--- src/verilog/decode_pkg.sv ---
package decode_pkg;
	// ==========================================
	// Register word indices
	localparam logic [3:0] REG_MEM_BASE = 4'h0;
	localparam logic [3:0] REG_MEM_LIMIT = 4'h1;
	localparam logic [3:0] REG_PREF_BASE = 4'h2;
	localparam logic [3:0] REG_PREF_LIMIT = 4'h3;
	localparam logic [3:0] REG_TOLM = 4'h4;
	localparam logic [3:0] REG_APER_BASE = 4'h5;
	localparam logic [3:0] REG_APER_SIZE = 4'h6;
	localparam logic [3:0] REG_SMM_CTRL = 4'h7;
	localparam logic [3:0] REG_IO_BASE = 4'h8;
	localparam logic [3:0] REG_IO_LIMIT = 4'h9;
	localparam logic [3:0] REG_STATUS = 4'hA;
	// ==========================================
	// Control field positions
	localparam int SMM_EN_BIT = 0;
	localparam int SMM_OPEN_BIT = 1;
	localparam int SMM_CLOSE_BIT = 2;
	localparam int HIGH_EN_BIT = 3;
	localparam int TOP_EN_BIT = 4;
	localparam int TOP_SEG_SIZE_LSB = 5;
	// ==========================================
	// Reset values and the aperture size limit
	localparam logic [31:0] BASE_RST = 32'hFFFF_FFFF;
	localparam logic [31:0] LIMIT_RST = 32'h0000_0000;
	localparam logic [31:0] TOLM_RST = 32'h0400_0000;
	localparam logic [2:0] APER_SEL_RST = 3'h6;
	localparam logic [2:0] APER_SEL_MAX = 3'h6;
	localparam logic [15:0] IO_BASE_RST = 16'hFFFF;
	localparam logic [15:0] IO_LIMIT_RST = 16'h0000;
	// ==========================================
	// Fixed address ranges
	localparam logic [31:0] COMPAT_LO = 32'h000A_0000;
	localparam logic [31:0] COMPAT_HI = 32'h000B_FFFF;
	localparam logic [31:0] HIGH_LO = 32'hFEDA_0000;
	localparam logic [31:0] HIGH_HI = 32'hFEDB_FFFF;
	localparam logic [31:0] HIGH_REMAP = 32'hFED0_0000;
	localparam logic [31:0] APER_MIN = 32'h0040_0000;
	localparam logic [31:0] TOP_SMM_REGION_MIN = 32'h0002_0000;
	localparam logic [15:0] CFG_ADDR_PORT = 16'h0CF8;
	localparam logic [15:0] CFG_DATA_PORT = 16'h0CFC;
	// ==========================================
	// Types
	typedef enum logic [1:0] {
		SRC_CPU = 2'b00, SRC_HUB = 2'b01, SRC_AGP = 2'b10
	} source_t;
	typedef enum logic [2:0] {
		K_MRD = 3'b000, K_MWR = 3'b001, K_IORD = 3'b010,
		K_IOWR = 3'b011, K_CFGRD = 3'b100, K_CFGWR = 3'b101
	} kind_t;
	typedef enum logic [2:0] {
		R_NONE = 3'b000, R_DRAM = 3'b001, R_AGP = 3'b010,
		R_HUB = 3'b011, R_INT = 3'b100
	} route_t;
	typedef struct packed {
		logic valid;
		source_t source;
		kind_t kind;
		logic [31:0] addr;
		logic io_wrap;
		logic smm_code;
		logic needs_cpl;
		logic ide;
	} req_t;
	typedef struct packed {
		logic valid;
		route_t route;
		logic [31:0] addr;
		logic translate;
		logic special;
		logic master_abort;
		logic posted;
	} resp_t;
endpackage

--- src/verilog/system_address_decoder.sv ---
`timescale 1ns/1ps
module system_address_decoder (
	// Clock and reset
	input wire logic clk_in,
	input wire logic reset_n_in,
	// Register port
	input wire logic [3:0] reg_addr_in,
	input wire logic [31:0] reg_wdata_in,
	input wire logic reg_wr_in,
	input wire logic reg_rd_in,
	output logic [31:0] reg_rdata_out,
	// Transaction decode
	input decode_pkg::req_t req_in,
	output decode_pkg::resp_t resp_out
);
	import decode_pkg::*;

	// ==========================================
	// Configuration registers
	logic [31:0] mem_base_q;
	logic [31:0] mem_limit_q;
	logic [31:0] pref_base_q;
	logic [31:0] pref_limit_q;
	logic [31:0] tolm_q;
	logic [31:0] aper_base_q;
	logic [2:0] aper_sel_q;
	logic [6:0] smm_ctrl_q;
	logic [15:0] io_base_q;
	logic [15:0] io_limit_q;
	logic [31:0] aper_size;
	logic [31:0] aper_mask;
	logic [31:0] top_smm_region_size;

	assign aper_size = APER_MIN << aper_sel_q;
	assign aper_mask = ~(aper_size - 32'h0000_0001);
	assign top_smm_region_size = TOP_SMM_REGION_MIN << smm_ctrl_q[TOP_SEG_SIZE_LSB +: 2];

	always_ff @(posedge clk_in) begin
		if (!reset_n_in) begin
			mem_base_q <= BASE_RST;
			mem_limit_q <= LIMIT_RST;
			pref_base_q <= BASE_RST;
			pref_limit_q <= LIMIT_RST;
			tolm_q <= TOLM_RST;
			aper_base_q <= '0;
			aper_sel_q <= APER_SEL_RST;
			smm_ctrl_q <= '0;
			io_base_q <= IO_BASE_RST;
			io_limit_q <= IO_LIMIT_RST;
		end else if (reg_wr_in) begin
			unique case (reg_addr_in)
				REG_MEM_BASE: mem_base_q <= reg_wdata_in;
				REG_MEM_LIMIT: mem_limit_q <= reg_wdata_in;
				REG_PREF_BASE: pref_base_q <= reg_wdata_in;
				REG_PREF_LIMIT: pref_limit_q <= reg_wdata_in;
				REG_TOLM: tolm_q <= reg_wdata_in;
				// Low bits dropped on write and masked again on use
				REG_APER_BASE: aper_base_q <= reg_wdata_in & aper_mask;
				REG_APER_SIZE: begin
					// Only seven sizes exist; an out-of-range code clamps
					if (reg_wdata_in[2:0] > APER_SEL_MAX) begin
						aper_sel_q <= APER_SEL_MAX;
					end else begin
						aper_sel_q <= reg_wdata_in[2:0];
					end
				end
				REG_SMM_CTRL: smm_ctrl_q <= reg_wdata_in[6:0];
				REG_IO_BASE: io_base_q <= reg_wdata_in[15:0];
				REG_IO_LIMIT: io_limit_q <= reg_wdata_in[15:0];
				default: ;
			endcase
		end
	end

	// ==========================================
	// Range hits
	logic [31:0] a;
	logic [31:0] aper_lo;
	logic [31:0] top_smm_region_lo;
	logic cpu;
	logic is_mem;
	logic is_io;
	logic is_cfg;
	logic is_wr;
	logic smm_en;
	logic smm_ok;
	logic compat_hit;
	logic high_hit;
	logic top_smm_region_hit;
	logic aper_hit;
	logic win_hit;
	logic below_tolm;
	logic cfg_port;
	logic agp_io;

	assign a = req_in.addr;
	assign cpu = (req_in.source == SRC_CPU);
	assign is_mem = (req_in.kind == K_MRD) || (req_in.kind == K_MWR);
	assign is_io = (req_in.kind == K_IORD) || (req_in.kind == K_IOWR);
	assign is_cfg = (req_in.kind == K_CFGRD) || (req_in.kind == K_CFGWR);
	assign is_wr = (req_in.kind == K_MWR) || (req_in.kind == K_IOWR);
	assign smm_en = smm_ctrl_q[SMM_EN_BIT];
	// Code fetches in SMM always pass; data needs the open window
	assign smm_ok = cpu && smm_en && (req_in.smm_code ||
		(smm_ctrl_q[SMM_OPEN_BIT] && !smm_ctrl_q[SMM_CLOSE_BIT]));
	assign compat_hit = smm_en && (a >= COMPAT_LO) && (a <= COMPAT_HI);
	assign high_hit = smm_en && smm_ctrl_q[HIGH_EN_BIT] &&
		(a >= HIGH_LO) && (a <= HIGH_HI);
	assign top_smm_region_lo = tolm_q - top_smm_region_size;
	assign top_smm_region_hit = smm_en && smm_ctrl_q[TOP_EN_BIT] &&
		(a >= top_smm_region_lo) && (a < tolm_q);
	assign aper_lo = aper_base_q & aper_mask;
	assign aper_hit = ((a & aper_mask) == aper_lo);
	assign win_hit = ((a >= mem_base_q) && (a <= mem_limit_q)) ||
		((a >= pref_base_q) && (a <= pref_limit_q));
	assign below_tolm = (a < tolm_q);
	assign cfg_port = (a[15:2] == CFG_ADDR_PORT[15:2]) ||
		(a[15:2] == CFG_DATA_PORT[15:2]);
	assign agp_io = (a[15:0] >= io_base_q) && (a[15:0] <= io_limit_q);

	// ==========================================
	// Destination decode
	resp_t resp_d;

	always_comb begin
		resp_d = '0;
		resp_d.valid = req_in.valid;
		resp_d.addr = a;
		if (!req_in.valid) begin
			resp_d.addr = '0;
		end else if (is_io || is_cfg) begin
			if (!cpu || is_cfg) begin
				// Left unclaimed; a hub request may still need a completion
				resp_d.route = R_NONE;
				resp_d.master_abort = (req_in.source == SRC_HUB) &&
					req_in.needs_cpl;
				resp_d.addr = '0;
			end else begin
				resp_d.addr = {15'h0000, req_in.io_wrap, a[15:0]};
				resp_d.posted = is_wr && !req_in.ide;
				if (cfg_port) begin
					resp_d.route = R_INT;
				end else if (agp_io) begin
					resp_d.route = R_AGP;
				end else begin
					resp_d.route = R_HUB;
				end
			end
		end else if (is_mem) begin
			resp_d.posted = is_wr;
			if ((compat_hit || high_hit || top_smm_region_hit) && !cpu) begin
				// Reads see location 0, writes vanish
				resp_d.special = 1'b1;
				resp_d.route = is_wr ? R_NONE : R_DRAM;
				resp_d.addr = '0;
				resp_d.posted = 1'b0;
			end else if (compat_hit) begin
				// Processor traffic here without smm_ok is legacy video
				resp_d.route = smm_ok ? R_DRAM : R_HUB;
			end else if (high_hit && smm_ok) begin
				resp_d.route = R_DRAM;
				resp_d.addr = a - HIGH_REMAP;
			end else if (top_smm_region_hit) begin
				resp_d.special = !smm_ok;
				if (smm_ok) begin
					resp_d.route = R_DRAM;
				end else begin
					resp_d.route = is_wr ? R_NONE : R_DRAM;
					resp_d.addr = '0;
					resp_d.posted = 1'b0;
				end
			end else if (aper_hit) begin
				// Table walk happens downstream; offset is passed
				resp_d.route = R_DRAM;
				resp_d.translate = 1'b1;
				resp_d.addr = a & ~aper_mask;
			end else if (win_hit) begin
				resp_d.route = R_AGP;
			end else if (below_tolm) begin
				resp_d.route = R_DRAM;
			end else begin
				resp_d.route = R_HUB;
			end
		end
	end

	always_ff @(posedge clk_in) begin
		if (!reset_n_in) begin
			resp_out <= '0;
		end else begin
			resp_out <= resp_d;
		end
	end

	// ==========================================
	// Status: last routed decision, for software
	logic [7:0] status_q;

	always_ff @(posedge clk_in) begin
		if (!reset_n_in) begin
			status_q <= '0;
		end else if (req_in.valid) begin
			status_q <= {resp_d.master_abort, resp_d.special,
				resp_d.translate, resp_d.posted, 1'b0, resp_d.route};
		end
	end

	// ==========================================
	// Register read port
	always_ff @(posedge clk_in) begin
		if (!reset_n_in) begin
			reg_rdata_out <= '0;
		end else if (reg_rd_in) begin
			unique case (reg_addr_in)
				REG_MEM_BASE: reg_rdata_out <= mem_base_q;
				REG_MEM_LIMIT: reg_rdata_out <= mem_limit_q;
				REG_PREF_BASE: reg_rdata_out <= pref_base_q;
				REG_PREF_LIMIT: reg_rdata_out <= pref_limit_q;
				REG_TOLM: reg_rdata_out <= tolm_q;
				REG_APER_BASE: reg_rdata_out <= aper_lo;
				REG_APER_SIZE: reg_rdata_out <= {29'h0, aper_sel_q};
				REG_SMM_CTRL: reg_rdata_out <= {25'h0, smm_ctrl_q};
				REG_IO_BASE: reg_rdata_out <= {16'h0000, io_base_q};
				REG_IO_LIMIT: reg_rdata_out <= {16'h0000, io_limit_q};
				REG_STATUS: reg_rdata_out <= {24'h0, status_q};
				default: reg_rdata_out <= '0;
			endcase
		end else begin
			reg_rdata_out <= '0;
		end
	end

	// ==========================================
	// Assertions
	logic v_mem;
	logic smm_any;

	assign v_mem = req_in.valid && is_mem;
	assign smm_any = compat_hit || high_hit || top_smm_region_hit;

	a_agp_window: assert property (@(posedge clk_in)
		disable iff (!reset_n_in)
		v_mem && !smm_any && !aper_hit && win_hit
		|=> resp_out.route == R_AGP)
		else $error("AGP window hit not routed to AGP");

	a_subtractive_hub: assert property (@(posedge clk_in)
		disable iff (!reset_n_in)
		v_mem && !smm_any && !aper_hit && !win_hit && !below_tolm
		|=> resp_out.route == R_HUB && !resp_out.special)
		else $error("Unmatched high memory not sent to hub");

	a_aperture_dram: assert property (@(posedge clk_in)
		disable iff (!reset_n_in)
		v_mem && !smm_any && aper_hit
		|=> resp_out.route == R_DRAM && resp_out.translate)
		else $error("Aperture hit not translated to DRAM");

	a_aper_align: assert property (@(posedge clk_in)
		disable iff (!reset_n_in)
		reg_rd_in && reg_addr_in == REG_APER_BASE
		|=> (reg_rdata_out & ~$past(aper_mask)) == 32'h0000_0000)
		else $error("Aperture base low bits not zero");

	a_smm_blocked: assert property (@(posedge clk_in)
		disable iff (!reset_n_in)
		v_mem && !cpu && smm_any
		|=> resp_out.special && resp_out.addr == 32'h0000_0000)
		else $error("Non-processor SMM access not blocked");

	a_smm_wr_drop: assert property (@(posedge clk_in)
		disable iff (!reset_n_in)
		v_mem && is_wr && !cpu && smm_any
		|=> resp_out.route == R_NONE && !resp_out.posted)
		else $error("Blocked SMM write not dropped");

	a_high_remap: assert property (@(posedge clk_in)
		disable iff (!reset_n_in)
		v_mem && high_hit && smm_ok
		|=> resp_out.addr == $past(a) - HIGH_REMAP)
		else $error("High SMM address not remapped");

	a_io_passthru: assert property (@(posedge clk_in)
		disable iff (!reset_n_in)
		req_in.valid && is_io && cpu
		|=> resp_out.addr[16:0] == {$past(req_in.io_wrap), $past(a[15:0])})
		else $error("I/O address altered");

	a_io_unclaimed: assert property (@(posedge clk_in)
		disable iff (!reset_n_in)
		req_in.valid && (is_io || is_cfg) && !cpu
		|=> resp_out.route == R_NONE)
		else $error("Foreign I/O or config cycle claimed");

	a_ide_not_posted: assert property (@(posedge clk_in)
		disable iff (!reset_n_in)
		req_in.valid && req_in.kind == K_IOWR && req_in.ide
		|=> !resp_out.posted)
		else $error("IDE I/O write posted");

	c_agp_route: cover property (@(posedge clk_in)
		disable iff (!reset_n_in) resp_out.valid && resp_out.route == R_AGP);
	c_translate: cover property (@(posedge clk_in)
		disable iff (!reset_n_in) resp_out.valid && resp_out.translate);
	c_special: cover property (@(posedge clk_in)
		disable iff (!reset_n_in) resp_out.valid && resp_out.special);
	c_abort: cover property (@(posedge clk_in)
		disable iff (!reset_n_in) resp_out.master_abort);
endmodule // system_address_decoder

--- config.mk ---
export PLATFORM = sky130hd
export DESIGN_NAME = system_address_decoder
export DESIGN_NICKNAME = d
export VERILOG_FILES = /design/src/verilog/decode_pkg.sv /design/src/verilog/system_address_decoder.sv
export SDC_FILE = /design/constraint.sdc
export NUM_CORES = 1
export LEC_CHECK = 0
export BUFFER_PORTS_ARGS = -buffer_cell sky130_fd_sc_hd__buf_4
export CAP_MARGIN = 20
export CORE_MARGIN = 4
export CORE_UTILIZATION = 37
export DETAILED_ROUTE_END_ITERATION = 8
export SETUP_SLACK_MARGIN = 0.15
export SYNTH_ARGS = -nofsm -noshare
export SYNTH_HDL_FRONTEND = slang
export SYNTH_SLANG_ARGS = --single-unit
--- constraint.sdc ---
create_clock -name clk_in -period 12.6 [get_ports clk_in]
set_input_delay 2.52 -clock clk_in [delete_from_list [all_inputs] [get_ports clk_in]]
set_output_delay 2.52 -clock clk_in [all_outputs]
set_load 0.05 [all_outputs]
== Yosys cells after proc, flatten, opt, wreduce, memory -nomap -nowiden ==
Index checks and enable logic that the tools add are counted.
Storage, ports and cells
  output and inout port bits: 72
  bits in registers: 313
  input bits: 82
  word-level logic and storage cells: 157
Operators by class
  equality and inequality tests: 19
  reductions and logical operators: 48
  bitwise gates (word level): 6
  shift operators: 2
  $add $sub $neg: 3
  mux-type cells: 47
  order comparisons: 13
Operators by type and width (number)
  $pmux W32 S11: 1
  $mux W33: 8
  $mux W35: 6
  $and A32 B32 Y32: 4
  $ge A32 B32 Y1: 3
  $mux W34: 2
  $le A32 B32 Y1: 2
  $not A32 Y32: 2
  $mux W37: 1
  $eq A32 B32 Y1: 1
  $ge A32 B20 Y1 const B: 1
  $ge A32 B32 Y1 const B: 1
  $le A32 B20 Y1 const B: 1
  $le A32 B32 Y1 const B: 1
  $lt A32 B32 Y1: 1
  $mux W32: 1
  $shl A18 B2 Y32 const A: 1
  $shl A23 B3 Y32 const A: 1
  $sub A32 B1 Y32 const B: 1
  $sub A32 B32 Y32: 1
  $sub A32 B32 Y32 const B: 1
  $eq A14 B10 Y1 const B: 2
  $reduce_and A2 Y1: 12
  $logic_and A1 B1 Y1: 18
  other kinds (20): 65

== Logic depth before layout (Yosys ltp) ==
  word-level depth: 22
  gate-level depth with buffers: 20
  gate-level depth less buffers: 19

== Worst setup path before layout ==
Ideal clock, no wire load.
  path type: input port to flip-flop
  start point: input port req_in[21] (netlist name)
  end point: register resp_out[29] (netlist name)
  setup time: 0.059 ns
  slack: 7.745 ns
  arrival time: 4.796 ns
  stages on the path: 10
  required time: 12.541 ns
  buffers on the path: 1
  path through: ha_1 -> a21o_1 -> a221o_1 -> a221oi_1 -> o21ai_0 -> a221oi_1 -> buf_6 -> nor2_1 -> a2111oi_0 -> a211o_1
On the way
  word-level cells in the longest chain between the ends: 18
Ends and longest elaborated chain
  from (decl): RTL line system_address_decoder.sv:13  | input decode_pkg::req_t req_in,
  $and A32 B32 Y32: RTL line system_address_decoder.sv:113  | assign aper_hit = ((a & aper_mask) == aper_lo);
  $eq A32 B32 Y1: RTL line system_address_decoder.sv:113
  $mux W33: RTL line system_address_decoder.sv:172  | end else if (aper_hit) begin
  $mux W33: RTL line system_address_decoder.sv:163  | end else if (top_smm_region_hit) begin
  $mux W33: RTL line system_address_decoder.sv:160  | end else if (high_hit && smm_ok) begin
  $mux W33: RTL line system_address_decoder.sv:157  | end else if (compat_hit) begin
  $mux W33: RTL line system_address_decoder.sv:151  | if ((compat_hit || high_hit || top_smm_region_hit) && !cpu) begin
  $mux W33: RTL line system_address_decoder.sv:149  | end else if (is_mem) begin
  (+2 left out)
  $mux W35: RTL line system_address_decoder.sv:163
  $mux W35: RTL line system_address_decoder.sv:160
  $mux W35: RTL line system_address_decoder.sv:129  | if (!req_in.valid) begin
  $mux W34: RTL line system_address_decoder.sv:157
  $mux W34: RTL line system_address_decoder.sv:129
  $mux W35 *: RTL line system_address_decoder.sv:151
  $mux W37 *: RTL line system_address_decoder.sv:149
  $mux W35 *: RTL line system_address_decoder.sv:131  | end else if (is_io || is_cfg) begin
  to (signal assigned): RTL line system_address_decoder.sv:191  | resp_out <= resp_d;
  to (decl): RTL line system_address_decoder.sv:14  | output decode_pkg::resp_t resp_out
Mark *: on every way between the ends. The rest lies on a longest branch, timed or not. The select of a mux whose other input is x is not followed.
A chain may end at the register's enable or synchronous reset.

== Worst setup path after layout ==
  start point: register smm_ctrl_q[6]
  end point: register resp_out[13] (netlist name)
On the way
  word-level cells in the longest chain between the ends: 13
Ends and longest elaborated chain
  from (decl): RTL line system_address_decoder.sv:27  | logic [6:0] smm_ctrl_q;
  from (signal assigned): RTL line system_address_decoder.sv:67  | REG_SMM_CTRL: smm_ctrl_q <= reg_wdata_in[6:0];
  $shl A18 B2 Y32 *: RTL line system_address_decoder.sv:36  | assign top_smm_region_size = TOP_SMM_REGION_MIN << smm_ctrl_q[TOP_SEG_SIZE_LSB +: 2];
  $sub A32 B32 Y32 *: RTL line system_address_decoder.sv:109  | assign top_smm_region_lo = tolm_q - top_smm_region_size;
  $ge A32 B32 Y1 *: RTL line system_address_decoder.sv:111  | (a >= top_smm_region_lo) && (a < tolm_q);
  $logic_and A1 B1 Y1 *: RTL line system_address_decoder.sv:110  | assign top_smm_region_hit = smm_en && smm_ctrl_q[TOP_EN_BIT] &&
  $logic_and A1 B1 Y1 *: RTL line system_address_decoder.sv:111
  $mux W35: RTL line system_address_decoder.sv:163
  $mux W35: RTL line system_address_decoder.sv:160
  $mux W35: RTL line system_address_decoder.sv:129
  $mux W34: RTL line system_address_decoder.sv:157
  $mux W34: RTL line system_address_decoder.sv:129
  $mux W35 *: RTL line system_address_decoder.sv:151
  $mux W37 *: RTL line system_address_decoder.sv:149
  $mux W35 *: RTL line system_address_decoder.sv:131
Marks and branches as above.

==> summary.md <==
| Metric | Value |
|---|---|
| Synth-to-Final Area Change | `16.3%` |
| Tmin final | `5.40 ns` |
| Clk sinks | `291` |
| F_max | `0.185 GHz` |
| Die H | `227 um` |
| FFs w/ async S/R, synth | `0%` |
| Total chip power | `0.00236 W` |
| Worst r2r src | `smm_ctrl_q[6]` |
| Placer congestion estimate | `0.929` |
| CTS tree | `built` |
| First-pass GRT wire length | `101,000 um` |
| Die Wd | `227 um` |
| Clock Skew | `0.0324 ns` |
| Crit path kind | `flop to flop` |
| Sequential element share of the synthesized area | `32.8%` |
| DIE AREA | `51,600 um2` |
| Largest net degree at the start of global routing | `79` |
| Origin of the worst setup path | `smm_ctrl_q[6]` |
| Initial core utilization | `37.4%` |
| Port Buffers | `153` |
| Std-Cell Rows | `80` |
| Worst-Margin Slew | `1.05 ns` |
| CP arrival | `5.81 ns` |
| Crit end category | `flop` |
| Number of setup buffers added after CTS | `0` |
| Via density | `5.85` |
| Share of the synthesized area in the top cell type | `32.8%` |
| IO Count | `154` |
| Finish-stage setup viols | `0` |
| Crit-path max FO | `16` |
| Pre-Repair DR Iteration Count | `7` |
| Layout cells sized above 1 | `11.3%` |
| Mean Syn Cell Area | `8.09 um2` |
| PD cells | `114 nW/um2` |
| CTS clk-pin slew, worst paths | `0.06 ns` |
| Post-synthesis instance area | `17,800 um2` |
| Final Max Tran Viols | `0` |
| Outcome | `finished, final reports clean` |
| Layout fillers | `4,711` |
| Leak | `8.55 nW` |
| Yosys warnings | `0` |
| CTS Buf Count | `35` |
| H-tree depth | `2` |
| Highest layer used for signal routing | `met4` |
| WL per Instance | `23.4 um` |
| Drt initial violations | `1,828` |
| CTS root buf | `clkbuf_16` |
| NumNets Final | `2,603` |
| Initial antenna violation count | `1` |
| Number of max-cap violations | `0` |
| Startpoint type of the worst setup path | `flop` |
| Top cells by area, synth | `dfxtp_1 33%, ha_1 16%, nand2_1 9.3%, a21boi_0 5.5%, inv_1 4.6%` |
| EDFF count, synth | `0` |
| Hpwl dp | `48,700 um` |
| Post-synthesis register bit count | `291` |
| WL final | `68,700 um` |
| Cell variety after synth | `73` |
| Maximum clock path buffer count | `3` |
| GR Util All Layers | `25.7%` |
| Met2 wire len | `29,800 um` |
| Met3 WL | `6190 um` |
| Post-cts sizing count | `0` |
| CORE AREA | `47,500 um2` |
| Final hold viol count | `0` |
| Vias | `17.2k` |
| Slew margin rel. | `29.5%` |
| Worst IR Drop VDD | `0.0726 mV` |
| ANT nets after route | `0` |
| Grt ovf | `0` |
| DR DRC count | `0` |
| Net count after synthesis | `2,509` |
| Hold crit path type | `flop to flop` |
| Hold bufs inserted after CTS | `0` |
| RSZ-0062 raised after global routing | `false` |
| Fin Setup TNS | `0 ns` |
| Worst Path Required | `13.01 ns` |
| Hold path startpoint | `mem_limit_q[12]` |
| Post-synth top area cell | `dfxtp_1` |
| Worst-skew pair later-pin latency | `0.57 ns` |
| Vias in the first global route | `16.3k` |
| Metal-1 WL | `29,700 um` |
| Final Cycle Share | `42.9%` |
| Ys flop type | `dfxtp_1` |
| Post-Syn Instances | `2,196` |
[Yosys cell counts (all sizes together) (10+ instances only)]
master / count
a21boi: 130
a21o: 27
a21oi: 86
a221oi: 20
a222oi: 15
a22o: 11
a22oi: 45
a31oi: 26
and2: 13
and3: 12
buf: 10
clkbuf: 105
dfxtp: 291
ha: 231
inv: 220
nand2: 440
nand2b: 10
nand3: 51
nand4: 46
nor2: 55
nor2b: 28
nor3: 24
nor4: 15
o211ai: 94
o21ai: 51
xnor2: 17
xor2: 11
[layer usage]
metal | vias up | track usage, %
met5 | - | 0
met3 | 163 | 4.62
met2 | 877 | 39.8
met1 | 8150 | 35.2
li1 | 7975 | -
met4 | 0 | 11.3
[cell type report]
class | instances | area, um2 | share of cell area, %
Antenna cell | 1 | 2.50 | 0.0121
Clock buffer | 40 | 936 | 4.53
Tap cell | 615 | 769 | 3.73
Clock inverter | 24 | 302 | 1.46
Timing Repair Buffer | 172 | 1290 | 6.27
Sequential cell | 291 | 5830 | 28.2
Multi-Input combinational cell | 1569 | 10700 | 51.8
Inverter | 221 | 830 | 4.02
[cells in the final DEF (no fill, tap or decap), types with 9 or more instances in the layout]
cell type	netlist	layout
a21o_1	27	27
a22oi_1	45	45
and2_1	10	9
nor4_1	15	14
dfxtp_1	291	291
a31oi_1	26	26
xnor2_1	17	17
nand4_1	46	46
mux2i_1	9	9
nand2b_1	10	10
nor2_1	55	53
clkbuf_16	0	36
a21oi_1	84	84
ha_1	231	231
nor2b_1	28	28
a21boi_0	129	129
nand3_1	51	51
a221oi_1	20	20
a22o_1	11	11
o21ai_0	48	48
o22ai_1	9	9
and3_1	11	11
nor3_1	24	19
buf_4	4	171
clkinv_2	0	11
a222oi_1	15	15
inv_1	220	220
xor2_1	11	11
o211ai_1	93	93
nand2_1	440	437
[cell families (layout without fill, tap and decap cells)]
family | Yosys count | in the layout | share of synthesized area [%]
mux | 9 | 9 | 0.507
buf+inv | 336 | 457 | 7.27
simple gates | 716 | 716 | 18.0
fa+ha+maj | 231 | 231 | 16.3
flops | 291 | 291 | 32.8
compound gates | 585 | 585 | 23.8
other cells | 0 | 1 | 0
xor+xnor | 28 | 28 | 1.38
[power by group]
group	leakage (nW)	total [W]	switching, W	internal, W
combinational	5.58	0.000312	0.000206	0.000106
sequential	2.36	0.000949	0.0000115	0.000938
clock	0.613	0.00110	0.000438	0.000663
total	8.55	0.00236	0.000655	0.00171
[sequential cells by signal, indices dropped and copies added (netlist names), 32 cells and up]
| register | cells |
|---|---|
| reg_rdata_out | 32 |
| pref_base_q | 32 |
| mem_limit_q | 32 |
| mem_base_q | 32 |
| pref_limit_q | 32 |
| tolm_q | 32 |
| resp_out | 40 |
[through the flow]
stage / instances / setup WS (ns) / hold slack, ns / util (%) / area, um2
after floorplan: 2196 / 7.74 / 0.426 / - / 17800
after global routing: 2932 / 6.91 / 0.482 / 43.4 / 20700
after global placement: 2868 / 7.10 / 0.453 / 40.8 / 19400
final: 2933 / 7.20 / 0.465 / 43.4 / 20700
after detailed placement: 2868 / 7.06 / 0.460 / 40.8 / 19400
after CTS: 2932 / 7.31 / 0.468 / 43.4 / 20700
[final timing paths]
check,cells after the start,slack (ns),to
max,19,7.20,resp_out[13]
min,2,0.47,mem_limit_q[12]
max reg2reg,19,7.20,resp_out[13]
min reg2reg,2,0.47,mem_limit_q[12]
[worst max-delay path: stages, from the launching register on]
cell	delay, ns
dfxtp_1	0.40
or2_2	0.33
ha_1	0.33
o21a_1	0.21
o21ai_0	0.18
nand2b_1	0.09
a21oi_1	0.25
and2_1	0.22
nand2_1	0.12
nor3b_1	0.30
xnor2_1	0.14
ha_1	0.30
nand4_1	0.12
nor4_1	0.44
o2111ai_1	0.30
a221oi_1	0.40
buf_4	0.25
o211ai_2	0.19
a21oi_4	0.54
nor2b_1	0.10
No activity file was read; power rests on OpenSTA's default activity.
